===== config.mk =====
export PLATFORM = sky130hd
export DESIGN_NAME = uplcf_regs
export DESIGN_NICKNAME = d
export VERILOG_FILES = /design/src/hw/uplcf_pkg.sv /design/src/hw/uplcf_regs.sv
export SDC_FILE = /design/constraint.sdc
export NUM_CORES = 1
export LEC_CHECK = 0
export BUFFER_PORTS_ARGS = -buffer_cell sky130_fd_sc_hd__buf_2
export CORE_MARGIN = 4
export CORE_UTILIZATION = 43
export DETAILED_ROUTE_END_ITERATION = 10
export HOLD_SLACK_MARGIN = 0.03
export PLACE_DENSITY = 0.79
export SYNTH_ARGS = -nofsm -noshare
export SYNTH_HDL_FRONTEND = slang
export SYNTH_SLANG_ARGS = --single-unit

===== constraint.sdc =====
create_clock -name i_mclk -period 1.75 [get_ports i_mclk]
set_input_delay 0.0875 -clock i_mclk [delete_from_list [all_inputs] [get_ports i_mclk]]
set_output_delay 0.0875 -clock i_mclk [all_outputs]
set_load 0.02 [all_outputs]

===== src/hw/uplcf_pkg.sv =====
// constants for the usb port line, tuning, role and fifo port register slice
package uplcf_pkg;
  localparam logic [9:0] PORT0_BASE = 10'h000;
  localparam logic [9:0] PORT1_BASE = 10'h200;
  localparam logic [8:0] OFS_LINE_STATUS = 9'h019;
  localparam logic [8:0] OFS_TUNING = 9'h01b;
  localparam logic [8:0] OFS_ROLE = 9'h01f;
  localparam logic [8:0] OFS_FIFO_RD_LO = 9'h020;
  localparam logic [8:0] OFS_FIFO_RD_HI = 9'h021;
  localparam logic [8:0] OFS_FIFO_WR_LO = 9'h022;
  localparam logic [8:0] OFS_FIFO_WR_HI = 9'h023;
  localparam logic [8:0] OFS_SPEED_PICK = 9'h030;
  localparam int SLEW_LSB = 4;
  localparam int TERM_LSB = 0;
  localparam logic [7:0] TUNING_MASK = 8'h33;
  localparam logic [7:0] TUNING_RESET = 8'h00;
  localparam logic [7:0] ROLE_RESET = 8'h00;
  localparam logic [1:0] SPEED_RESET = 2'h1;
  localparam logic [1:0] SPEED_HS = 2'h0;
  localparam logic [1:0] SPEED_FS = 2'h1;
  localparam logic [1:0] SPEED_LS = 2'h3;
  localparam logic [1:0] LINE_ACTIVE = 2'h1;
  localparam logic [1:0] LINE_IDLE = 2'h0;
endpackage


===== src/hw/uplcf_regs.sv =====
// register slice for one usb port: line state, tuning, role select, fifo ports
`timescale 1ns/1ps
module uplcf_regs #(
  parameter logic IS_PORT1 = 1'b0
) (
  input wire logic i_mclk, // system clock
  input wire logic i_rst_n, // async reset, active low
  input wire logic [9:0] i_addr, // register byte address
  input wire logic [7:0] i_wdata, // write data
  input wire logic i_wr, // write strobe
  input wire logic i_rd, // read strobe
  output logic [7:0] o_rdata, // read data, cycle after strobe
  input wire logic i_sleep, // chip in sleep state
  input wire logic [1:0] i_fs_line, // fs receiver dp/dm levels
  input wire logic [1:0] i_ls_line, // ls receiver dp/dm levels
  input wire logic i_hs_activity, // hs squelch says bus active
  output logic [1:0] o_speed_pick, // transceiver speed select
  output logic [1:0] o_hs_slew_level, // hs slew rate
  output logic [1:0] o_hs_termination_level, // hs termination level
  output logic o_role_bit, // 1 host, 0 device
  output logic o_clk_en_common, // clock gate enable, common block
  output logic o_clk_en_device, // clock gate enable, device block
  output logic o_clk_en_host, // clock gate enable, host block
  input wire logic [15:0] i_rd_fifo_data, // read fifo word at head
  input wire logic [1:0] i_rd_fifo_vld, // valid byte lanes of head word
  output logic o_rd_fifo_pop, // pop pulse to read fifo
  output logic [15:0] o_wr_fifo_data, // push data
  output logic [1:0] o_wr_fifo_be, // pushed byte lanes
  output logic o_wr_fifo_push, // push pulse to write fifo
  input wire logic i_wr_fifo_odd // write fifo sits on a byte boundary
);
  logic [7:0] tuning_q;
  logic [7:0] tuning_d;
  logic role_q;
  logic [1:0] speed_q;
  logic [7:0] rdata_d;
  logic [7:0] rdata_q;
  logic rd_pop_q;
  logic [15:0] wr_data_q;
  logic [1:0] wr_be_q;
  logic wr_push_q;
  logic clk_dev_q;
  logic clk_host_q;
  logic [1:0] line_state;
  logic role_eff;

  function automatic logic hit(input logic [9:0] a, input logic [8:0] ofs, input logic p1);
    logic [9:0] base;
    base = p1 ? uplcf_pkg::PORT1_BASE : uplcf_pkg::PORT0_BASE;
    hit = (a == (base | {1'b0, ofs}));
  endfunction

  // address decode, port base applied
  wire sel_line = hit(i_addr, uplcf_pkg::OFS_LINE_STATUS, IS_PORT1);
  wire sel_tune = hit(i_addr, uplcf_pkg::OFS_TUNING, IS_PORT1);
  wire sel_role = hit(i_addr, uplcf_pkg::OFS_ROLE, IS_PORT1);
  wire sel_rd_lo = hit(i_addr, uplcf_pkg::OFS_FIFO_RD_LO, IS_PORT1);
  wire sel_rd_hi = hit(i_addr, uplcf_pkg::OFS_FIFO_RD_HI, IS_PORT1);
  wire sel_wr_lo = hit(i_addr, uplcf_pkg::OFS_FIFO_WR_LO, IS_PORT1);
  wire sel_wr_hi = hit(i_addr, uplcf_pkg::OFS_FIFO_WR_HI, IS_PORT1);
  wire sel_speed = hit(i_addr, uplcf_pkg::OFS_SPEED_PICK, IS_PORT1);

  // line state select by speed; fs and ls lines already carry se0/j/k/se1 codes
  assign line_state = (speed_q == uplcf_pkg::SPEED_FS) ? i_fs_line :
                      (speed_q == uplcf_pkg::SPEED_LS) ? i_ls_line :
                      (speed_q == uplcf_pkg::SPEED_HS) ?
                        (i_hs_activity ? uplcf_pkg::LINE_ACTIVE : uplcf_pkg::LINE_IDLE) :
                      uplcf_pkg::LINE_IDLE;

  assign role_eff = IS_PORT1 ? 1'b1 : role_q;
  assign tuning_d = i_wdata & uplcf_pkg::TUNING_MASK;

  // a pop only when the read lane holds data; high lane pops only if it was last valid
  wire rd_fifo_hit = i_rd & (sel_rd_lo | sel_rd_hi);
  wire [7:0] rd_lo_byte = i_rd_fifo_vld[0] ? i_rd_fifo_data[7:0] : 8'h00;
  wire [7:0] rd_hi_byte = i_rd_fifo_vld[1] ? i_rd_fifo_data[15:8] : 8'h00;

  always_comb begin
    rdata_d = 8'h00;
    if (sel_line) begin
      rdata_d = {6'h00, line_state};
    end else if (sel_tune) begin
      rdata_d = tuning_q;
    end else if (sel_role) begin
      rdata_d = {7'h00, role_eff};
    end else if (sel_rd_lo) begin
      rdata_d = rd_lo_byte;
    end else if (sel_rd_hi) begin
      rdata_d = rd_hi_byte;
    end else if (sel_speed) begin
      rdata_d = {6'h00, speed_q};
    end
  end

  // write port: each lane write pushes one byte; on boundary only low lane taken
  wire wr_lo = i_wr & sel_wr_lo;
  wire wr_hi = i_wr & sel_wr_hi & ~i_wr_fifo_odd;

  always_ff @(posedge i_mclk or negedge i_rst_n) begin
    if (!i_rst_n) begin
      tuning_q <= uplcf_pkg::TUNING_RESET;
      role_q <= IS_PORT1;
      speed_q <= uplcf_pkg::SPEED_RESET;
    end else if (i_wr) begin
      // writes work regardless of i_sleep
      if (sel_tune) begin
        tuning_q <= tuning_d;
      end
      if (sel_role) begin
        role_q <= IS_PORT1 | i_wdata[0];
      end
      if (sel_speed) begin
        speed_q <= i_wdata[1:0];
      end
    end
  end

  always_ff @(posedge i_mclk or negedge i_rst_n) begin
    if (!i_rst_n) begin
      rdata_q <= 8'h00;
      rd_pop_q <= 1'b0;
    end else begin
      rdata_q <= i_rd ? rdata_d : 8'h00;
      rd_pop_q <= rd_fifo_hit & (sel_rd_lo ? i_rd_fifo_vld[0] : i_rd_fifo_vld[1]);
    end
  end

  always_ff @(posedge i_mclk or negedge i_rst_n) begin
    if (!i_rst_n) begin
      wr_data_q <= 16'h0000;
      wr_be_q <= 2'h0;
      wr_push_q <= 1'b0;
    end else begin
      wr_push_q <= wr_lo | wr_hi;
      wr_be_q <= {wr_hi, wr_lo};
      if (wr_lo | wr_hi) begin
        wr_data_q <= {i_wdata, i_wdata};
      end
    end
  end

  // clock gate enables follow role; common on from the first clock after reset
  always_ff @(posedge i_mclk or negedge i_rst_n) begin
    if (!i_rst_n) begin
      clk_dev_q <= 1'b0;
      clk_host_q <= 1'b0;
    end else begin
      clk_dev_q <= ~role_eff;
      clk_host_q <= role_eff;
    end
  end

  logic common_q;
  always_ff @(posedge i_mclk or negedge i_rst_n) begin
    if (!i_rst_n) begin
      common_q <= 1'b0;
    end else begin
      common_q <= 1'b1;
    end
  end

  assign o_rdata = rdata_q;
  assign o_speed_pick = speed_q;
  assign o_hs_slew_level = tuning_q[uplcf_pkg::SLEW_LSB +: 2];
  assign o_hs_termination_level = tuning_q[uplcf_pkg::TERM_LSB +: 2];
  assign o_role_bit = role_q;
  assign o_clk_en_common = common_q;
  assign o_clk_en_device = clk_dev_q;
  assign o_clk_en_host = clk_host_q;
  assign o_rd_fifo_pop = rd_pop_q;
  assign o_wr_fifo_data = wr_data_q;
  assign o_wr_fifo_be = wr_be_q;
  assign o_wr_fifo_push = wr_push_q;

  wire unused_sleep = i_sleep;
endmodule


==> results of run 1 <==
[power groups by stage]
| stage | clock (uW) | sequential [uW] | combinational, uW |
|---|---|---|---|
| floorplan | 0 | 731 | 69.8 |
| global placement | 0 | 720 | 167 |
| detailed placement | 0 | 720 | 170 |
| CTS | 549 | 707 | 197 |
| global route | 590 | 708 | 216 |
| finish | 530 | 707 | 198 |
[metal layers]
layer  vias up  global-route usage
met5         -                   0
met4         0               0.117
met3        14              0.0506
met2        57               0.342
met1       632               0.187
li1        650                   -
[cell usage in the layout (no fill, tap or decap), types with 2 or more instances in the layout]
| master | instances |
|---|---|
| nand4_1 | 4 |
| nand2_1 | 7 |
| a22oi_1 | 8 |
| o22ai_1 | 2 |
| buf_4 | 3 |
| nand4b_1 | 3 |
| clkbuf_4 | 5 |
| nor3b_1 | 2 |
| buf_2 | 83 |
| a21oi_1 | 4 |
| clkinv_2 | 2 |
| dfrtp_1 | 29 |
| dlygate4sd3_1 | 15 |
| and3b_1 | 2 |
| nor2b_1 | 3 |
| nand2b_1 | 2 |
| mux2_2 | 17 |
| inv_1 | 2 |
| nor2_1 | 14 |
[worst max path at each step]
| stage | startpoint | endpoint | slack (ps) |
|---|---|---|---|
| final | o_speed_pick[1] | o_rdata[0] | 370 |
| after CTS | o_speed_pick[1] | o_rdata[0] | 360 |
| after detailed placement | i_addr[6] | tuning_q[1] | 150 |
| after global routing | o_speed_pick[1] | o_rdata[0] | 310 |
| after floorplan | o_speed_pick[1] | o_rdata[0] | 330 |
| after global placement | i_addr[6] | tuning_q[1] | 210 |
[per-stage QoR]
step / utilization / cells / power, uW / instance area (um^2)
floorplan: - / 130 / 801 / 1490
global placement: 0.566 / 248 / 886 / 1890
finish: 0.634 / 271 / 1440 / 2120
global route: 0.634 / 271 / 1510 / 2120
detailed placement: 0.566 / 248 / 890 / 1890
CTS: 0.634 / 271 / 1450 / 2120
[cells by family (layout without fill, tap and decap cells)]
| family | Yosys count | after routing | share of synthesized area |
|---|---|---|---|
| simple gates | 47 | 47 | 0.201 |
| flops | 30 | 30 | 0.506 |
| compound gates | 19 | 19 | 0.0934 |
| mux | 17 | 17 | 0.129 |
| buf+inv | 16 | 111 | 0.0682 |
| other cells | 1 | 1 | 0.00252 |
[state kept, by name (all words and copies together) (netlist names)]
name / count
o_rdata: 8
o_wr_fifo_data: 8
tuning_q: 4
o_speed_pick: 2
o_wr_fifo_be: 2
o_clk_en_common: 1
o_clk_en_device: 1
o_clk_en_host: 1
o_rd_fifo_pop: 1
o_role_bit: 1
o_wr_fifo_push: 1
[cell type report]
cell class	instances	area, um^2
clock buffers	5	37.5
clock inverters	3	40.0
fillers	266	1220
inverters	2	7.51
multi-input cells	84	633
flip-flops and latches	30	752
well taps	46	57.6
repair buffers	101	588
[timing repair]
item                      in CTS  in global routing
gates resized for setup        0                  0
hold buffers                  15                  0
hold endpoints to repair      49                  0
[critical path: stages (launching register included)]
cell	delay, ps
dfrtp_1	450
mux2_2	360
a221o_1	350
o2111a_1	120
==> results.tsv, run 1 <==
metric	value	unit
drc_errors	0	
layout.nets	271	
initial_core_util	0.445	
vdd_drop_max	0.275	mV
crit_arrival	1600	ps
n_antenna_cell	0	
htreeDepth	2	
io_buffer_count	83	
final_antenna_net_count	0	
dr.max_layer_used	met4	
critPathRequiredTime	1970	ps
synth_most_common_cell	dfrtp_1	
final-max-slew-violation-count	0	
netlist_top_cells_area	dfrtp_1 (49%), mux2_2 (13%), buf_4 (4.5%)	
setup-tns-final	0	ps
finClkSkew	5.10	ps
clock_latency	330	ps
clk_pin_slew_worst_paths	100	ps
cts_buffers	5	
grt_usage	0.188	
drt_iter0_markers	40	
globalRoute.totalOverflow	0	
criticalPathCategory	reg -> reg	
finalHoldWorstSlack	43.8	ps
dr.pass1.iters	4	
core_area	0.00334	mm^2
ys_seq_elements	30	
slew_headroom	0.570	
gp_congestion	0.784	
die_w	66.8	um
synthCells	130	
dp_hpwl	2820	um
fp-row-count	21	
avgViaCountPerCell	4.99	
p_seq_frac	0.492	
fmax	0.724	GHz
avgSynthCellArea	11.4	um^2
p_comb_frac	0.138	
r2r-end	o_rdata[0]	
ff2ff_setup_slack	370	ps
fin_crit_sh	0.790	
leakage	0.00112	uW
synth-main-ff-cell	dfrtp_1	
power_switching	341	uW
antenna_found_initial	0	
wire_per_inst	14.6	um
syn2layout_area_growth	42.3	%
outcome	complete, no violations	
syn_nets	177	
io_pins	85	
power.internal	1090	uW
cts_tree	yes	
yosys.area.top_type	dfrtp_1	
wirelength	3960	um
seq_area_frac_synth	0.506	
met2WireLength	2140	um
dieArea	0.00446	mm^2
clock_path_buffers	2	
min_from	i_rd_fifo_data[3]	
rsz0062_at_grt	false	
cts_setup_buffers	0	
clock-sinks	30	
fin_crit	1380	ps
synth_top_area_share	0.488	
cts_root_buf	clkbuf_4	
grt_max_degree	31	
worstHoldPathCells	3	
via_count	1353	
reg2reg_depth	3	
die_h	66.8	um
holdCritPathClass	in -> reg	
grt_pass1_vias	1365	
synth_area	0.00149	mm^2
place_ws	150	ps
worstSetupStartpointType	flop	
worstPathMaxFanout	6	
maxCapViolations	0	
async_flop_share	1.00	
fin_ws	368	ps
synth_cell_types	35	
rr_startpoint	o_speed_pick[1]	
synth_edf_count	0	
grt_pass1_wl	6100	um
wirelength_met1	1430	um
synth_warnings	0	
drive_gt1_frac	0.520	
swShare	0.238	
crit_path_end_kind	flop	
holdPathEnd	o_rdata[3]	
netlist_top_cells_count	dfrtp_1 (29), mux2_2 (17), nor2_1 (14), buf_4 (9), a22oi_1 (8)	
wl_met3	241	um
pwr_density_cell	678	mW/mm^2
max_slew.worst_pin.slew	645	ps
hold_viol_final	0	
power_frac_clock	0.369	
setup_viol	0	
Note: power is estimated with default switching activity, not from simulation.
==> run 2: changes to the inputs <==
clock period = 1.4 ns   (was 1.75 ns; I/O delays follow)
==> results.tsv, run 2 (synthesis gave the netlist of run 1 again) <==
metric	value	unit	change
final-max-slew-violation-count	0		unchanged
grt.met1_usage	0.192		+0.00446
drc_errors	0		unchanged
fp-row-count	21		unchanged
slew_headroom	0.580		+0.00973
htreeDepth	2		unchanged
path_delay_family	buffers and inverters		
wire_per_inst	13.9	um	-4.5%
leakage	0.00116	uW	+3.0%
io_pins	85		unchanged
final_common_cell	buf_2		
layout.nets	281		+3.7%
io_buffer_count	83		unchanged
setup-tns-final	0	ps	unchanged
cts_setup_buffers	0		unchanged
fin_crit	1340	ps	
antenna_found_initial	0		unchanged
holdCritPathClass	in -> reg		
die_h	66.8	um	unchanged
setup_viol	0		unchanged
fmax	0.746	GHz	
grt_pass1_wl	6150	um	+0.79%
worstPathCellList	dlygate4sd3_1 > buf_2 > a22oi_1 > dlygate4sd3_1 > nor2_1		
cts_root_buf	clkbuf_4		
critPathSlowestCell	dlygate4sd3_1		
met2_usage	0.355		+0.0136
syn2layout_area_growth	46.8	%	
crit_arrival	1550	ps	-50 ps
worstSetupStartpointType	primary input		
max_stage_delay	600	ps	+150 ps
core_area	0.00334	mm^2	unchanged
crit_top_cell	dlygate4sd3_1		
cts_tree	yes		
initial_core_util	0.445		unchanged
cts_buffers	5		unchanged
cts.hold.buffers_added	18		+3
ff2ff_setup_slack	110	ps	-260 ps
dp_hpwl	2820	um	about the same
final_antenna_net_count	0		unchanged
pwr_density_cell	761	mW/mm^2	+12%
path_buf_inv	3		+3
cts_resized	0		unchanged
clock_latency	330	ps	about the same
crit_path_end_kind	flop		
finClkSkew	2.44	ps	-2.67 ps
grt-busiest-layer	met2		
wirelength	3920	um	-0.96%
die_w	66.8	um	unchanged
clk_pin_slew_worst_paths	80	ps	-20 ps
critPathRequiredTime	1610	ps	-360 ps
fin_crit_sh	0.958		
grtUsageMet3	0.0556		+0.00506
globalRoute.totalOverflow	0		unchanged
place_area	0.00194	mm^2	+2.8%
maxCapViolations	0		unchanged
max_slew.worst_pin.slew	630	ps	-14.6 ps
clock_path_buffers	2		unchanged
dieArea	0.00446	mm^2	unchanged
grt_max_degree	31		unchanged
worstPathMaxFanout	1		-5
dr.pass1.iters	4		unchanged
gp_congestion	0.822		+4.9%
drt_iter0_markers	55		+38%
criticalPathCategory	in -> reg		
n_antenna_cell	0		unchanged
clock-sinks	30		unchanged
hold_viol_final	0		unchanged
layout_common_cells	buf_2 (83), dfrtp_1 (28), dlygate4sd3_1 (18), mux2_2 (17), nor2_1 (14)		
outcome	complete, no violations		
grt_usage	0.191		+0.00256
fin_area	0.00218	mm^2	+3.1%
avgViaCountPerCell	4.89		-2.1%
via_count	1373		+1.5%
rsz0062_at_grt	false		
vdd_drop_max	0.337	mV	+23%
drive_gt1_frac	0.528		+0.00766
grt_pass1_vias	1377		+0.88%
==> run 2: tightest hold or removal path, delay by kind of cell <==
kind	cells	cell delay (ps)
buffers and inverters	1	80
AO/OA/AOI/OAI	2	180
==> run 2: path summary, 6_finish.rpt <==
path / startpoint / to / cells after the start
worst max-delay path: i_rd_fifo_data[2] / o_rdata[2] / 5
worst max register to register: o_speed_pick[1] / o_rdata[0] / 3
min in group asynchronous: i_rst_n / o_rdata[2] / 2
max in group asynchronous: i_rst_n / o_speed_pick[1] / 2
worst min-delay path: i_rd_fifo_data[5] / o_rdata[5] / 3
worst min register to register: o_role_bit / o_clk_en_host / 0
==> run 2: stage by stage <==
stage / hold WS [ps] / total power [uW] / utilization / instances / setup WS [ps]
after floorplan: -226 / 1000 / - / 130 / 60.4
after global placement: 130 / 1120 / 0.582 / 255 / 43.2
after detailed placement: 124 / 1120 / 0.582 / 255 / 14.3
after CTS: 38.1 / 1680 / 0.654 / 281 / 111
after global routing: 75.7 / 1760 / 0.654 / 281 / 37.3
final: 57.6 / 1660 / 0.654 / 281 / 58.9
==> run 2: final cells by class <==
| cell class | count | area, um^2 |
|---|---|---|
| fillers | 262 | 1150 |
| flip-flops and latches | 30 | 753 |
| repair buffers | 111 | 671 |
| multi-input cells | 84 | 633 |
| well taps | 46 | 57.6 |
| clock buffers | 7 | 55.1 |
| inverters | 2 | 7.51 |
| clock inverters | 1 | 5.00 |
==> run 2: power by group <==
group | internal, uW | switching [uW] | leakage (uW)
logic | 134 | 128 | 0.000718
clock network | 243 | 273 | 0.0000353
registers | 877 | 6.19 | 0.000406
==> run 2: per-layer routing <==
metal	wire (um)	share of wire	vias to the layer above
li1	-	-	666
met1	1410	0.36	641
met2	2120	0.54	56
met3	297	0.076	10
met4	96	0.025	0
met5	0	0	-
==> run 3: changes to the inputs <==
ABC_AREA = 1   (was not set)
CORE_UTILIZATION = 45   (was 43)
==> results.tsv, run 3 <==
metric	value	unit	change
outcome	complete, no violations		
synthCells	216		+66%
critPathRequiredTime	1570	ps	-40 ps
drt_iter0_markers	89		+62%
finClkSkew	8.13	ps	+5.69 ps
power.internal	1520	uW	+21%
final-max-slew-violation-count	0		unchanged
swShare	0.247		+0.00160
dr.pass1.iters	5		+1
synth_top_area_share	0.438		-0.0498
syn_nets	263		+49%
critPathSlowestCell	dfrtp_1		
grt_pass1_vias	1670		+21%
dp_hpwl	3370	um	+19%
synth_cell_types	25		-29%
io_buffer_count	83		unchanged
yosys.area.top_type	dfrtp_1		
clk_pin_slew_worst_paths	70	ps	about the same
layout.nets	362		+29%
htreeDepth	2		unchanged
cts_setup_buffers	0		unchanged
fin_cells	362		+29%
p_seq_frac	0.443		-0.088
wirelength	4540	um	+16%
setup_viol	0		unchanged
setup-tns-final	0	ps	unchanged
holdCritPathClass	in -> reg		
grt_max_degree	31		unchanged
cts_root_buf	clkbuf_8		
synth_most_common_cell	nand2_1		
clock_latency	290	ps	-40 ps
crit_path_start	o_speed_pick[1]		
dieArea	0.00471	mm^2	+5.6%
crit_arrival	1400	ps	-150 ps
avgViaCountPerCell	4.72		-3.4%
hold_viol_final	0		unchanged
clock-sinks	30		unchanged
p_comb_frac	0.135		-0.023
core_area	0.00344	mm^2	+3.1%
power_switching	499	uW	+22%
syn2layout_area_growth	41.8	%	
antenna_found_initial	0		unchanged
gp_congestion	0.776		-5.6%
cts_buffers	5		unchanged
synth_area	0.00166	mm^2	+11%
final_common_cell	buf_2		
fin_crit_sh	0.880		-0.0776
drive_gt1_frac	0.373		-0.154
io_pins	85		unchanged
die_h	68.7	um	+2.8%
synth_warnings	0		unchanged
async_flop_share	1.00		unchanged
leakage	0.00130	uW	+12%
path_buf_inv	1		-2
criticalPathCategory	reg -> reg		
grt_pass1_wl	7000	um	+14%
clock_path_buffers	2		unchanged
rr_startpoint	o_speed_pick[1]		
ys_seq_elements	30		unchanged
globalRoute.totalOverflow	0		unchanged
p_total	2020	uW	+22%
worstPathCellList	inv_1 > o21ai_0 > a21oi_1 > o21ai_0 > a21oi_1		
layout_common_cells	buf_2 (83), nand2_1 (56), inv_1 (37), dfrtp_1 (29), nor2_1 (22)		
nFillCells	280		+6.9%
worstPathMaxFanout	5		+4
wire_per_inst	12.6	um	-10%
max_slew.worst_pin.slew	679	ps	+49.1 ps
maxCapViolations	0		unchanged
netlist_top_cells_area	dfrtp_1 (44%), nand2_1 (13%), inv_1 (8.4%)		
finalHoldWorstSlack	50.6	ps	-7.02 ps
power_frac_clock	0.423		+0.113
via_count	1708		+24%
place_ws	44.3	ps	+30.0 ps
min_from	i_rd_fifo_data[3]		
synth_edf_count	0		unchanged
crit_path_end_kind	flop		
fmax	0.811	GHz	+8.8%
fp-row-count	21		unchanged
path_delay_family	compound AO/OA/AOI/OAI gates		
cts_resized	0		unchanged
fin_ws	168	ps	+109 ps
grt_usage	0.203		+0.0118
cts_tree	yes		
synth-main-ff-cell	dfrtp_1		
n_antenna_cell	0		unchanged
netlist_top_cells_count	nand2_1 (56), inv_1 (37), dfrtp_1 (29), nor2_1 (22), a21oi_1 (14)		
avgSynthCellArea	7.66	um^2	-33%
fin_crit	1230	ps	-109 ps
die_w	68.7	um	+2.8%
cts.hold.buffers_added	15		-3
slew_headroom	0.547		-0.0327
vdd_drop_max	0.568	mV	+68%
pwr_density_cell	861	mW/mm^2	+13%
worstSetupStartpointType	flop		
seq_area_frac_synth	0.454		-0.0516
initial_core_util	0.481		+0.0355
drc_errors	0		unchanged
rsz0062_at_grt	false		
final_antenna_net_count	0		unchanged
max_stage_delay	460	ps	-140 ps
placed_cells	339		+33%
## run 3: area by class of cell
class                   count  area (um^2)  share of cell area
well taps                  46         57.6              0.0245
repair buffers            101          601               0.256
clock buffers               5         68.8              0.0293
multi-input cells         135          669               0.285
flip-flops and latches     30          752               0.320
clock inverters             3         40.0              0.0171
inverters                  42          159              0.0677
## run 3: layer usage
layer  track usage  share of wire
met1         0.200           0.38
met2         0.381           0.50
met3        0.0713           0.11
met4        0.0769          0.019
met5             0              0
## run 3: metrics by stage
step	cell area, um^2	utilization
2_1_floorplan	1660	-
3_3_place_gp	2090	0.607
3_5_place_dp	2090	0.607
4_1_cts	2350	0.682
5_1_grt	2350	0.682
6_report	2350	0.682
## run 3: path summary, 6_finish.rpt
path / endpoint / slack [ps] / cells after the start
worst max-delay path: o_rdata[0] / 170 / 5
worst min-delay path: o_rdata[3] / 50 / 3
worst max register to register: o_rdata[0] / 170 / 5
worst min register to register: o_clk_en_host / 460 / 0
max in group asynchronous: o_wr_fifo_be[0] / 580 / 2
min in group asynchronous: o_rdata[2] / 370 / 2
## run 3: worst min-delay path, delay by kind of cell
kind / cells / cell delay [ps]
buffers and inverters: 1 / 100
AND/OR/NAND/NOR: 1 / 60
AO/OA/AOI/OAI: 1 / 60
## run 3: cell families after synthesis
| logic type | after synthesis | share of synthesized area |
|---|---|---|
| compound gates | 24 | 0.0831 |
| buf+inv | 51 | 0.141 |
| flops | 30 | 0.454 |
| other cells | 1 | 0.00227 |
| simple gates | 110 | 0.319 |
## run 3: power groups by stage
stage	clock, uW	combinational (uW)	sequential [uW]
3_3_place_gp	0	232	910
6_report	854	272	895
5_1_grt	911	299	897
4_1_cts	872	271	895
3_5_place_dp	0	239	910
2_1_floorplan	0	93.1	930
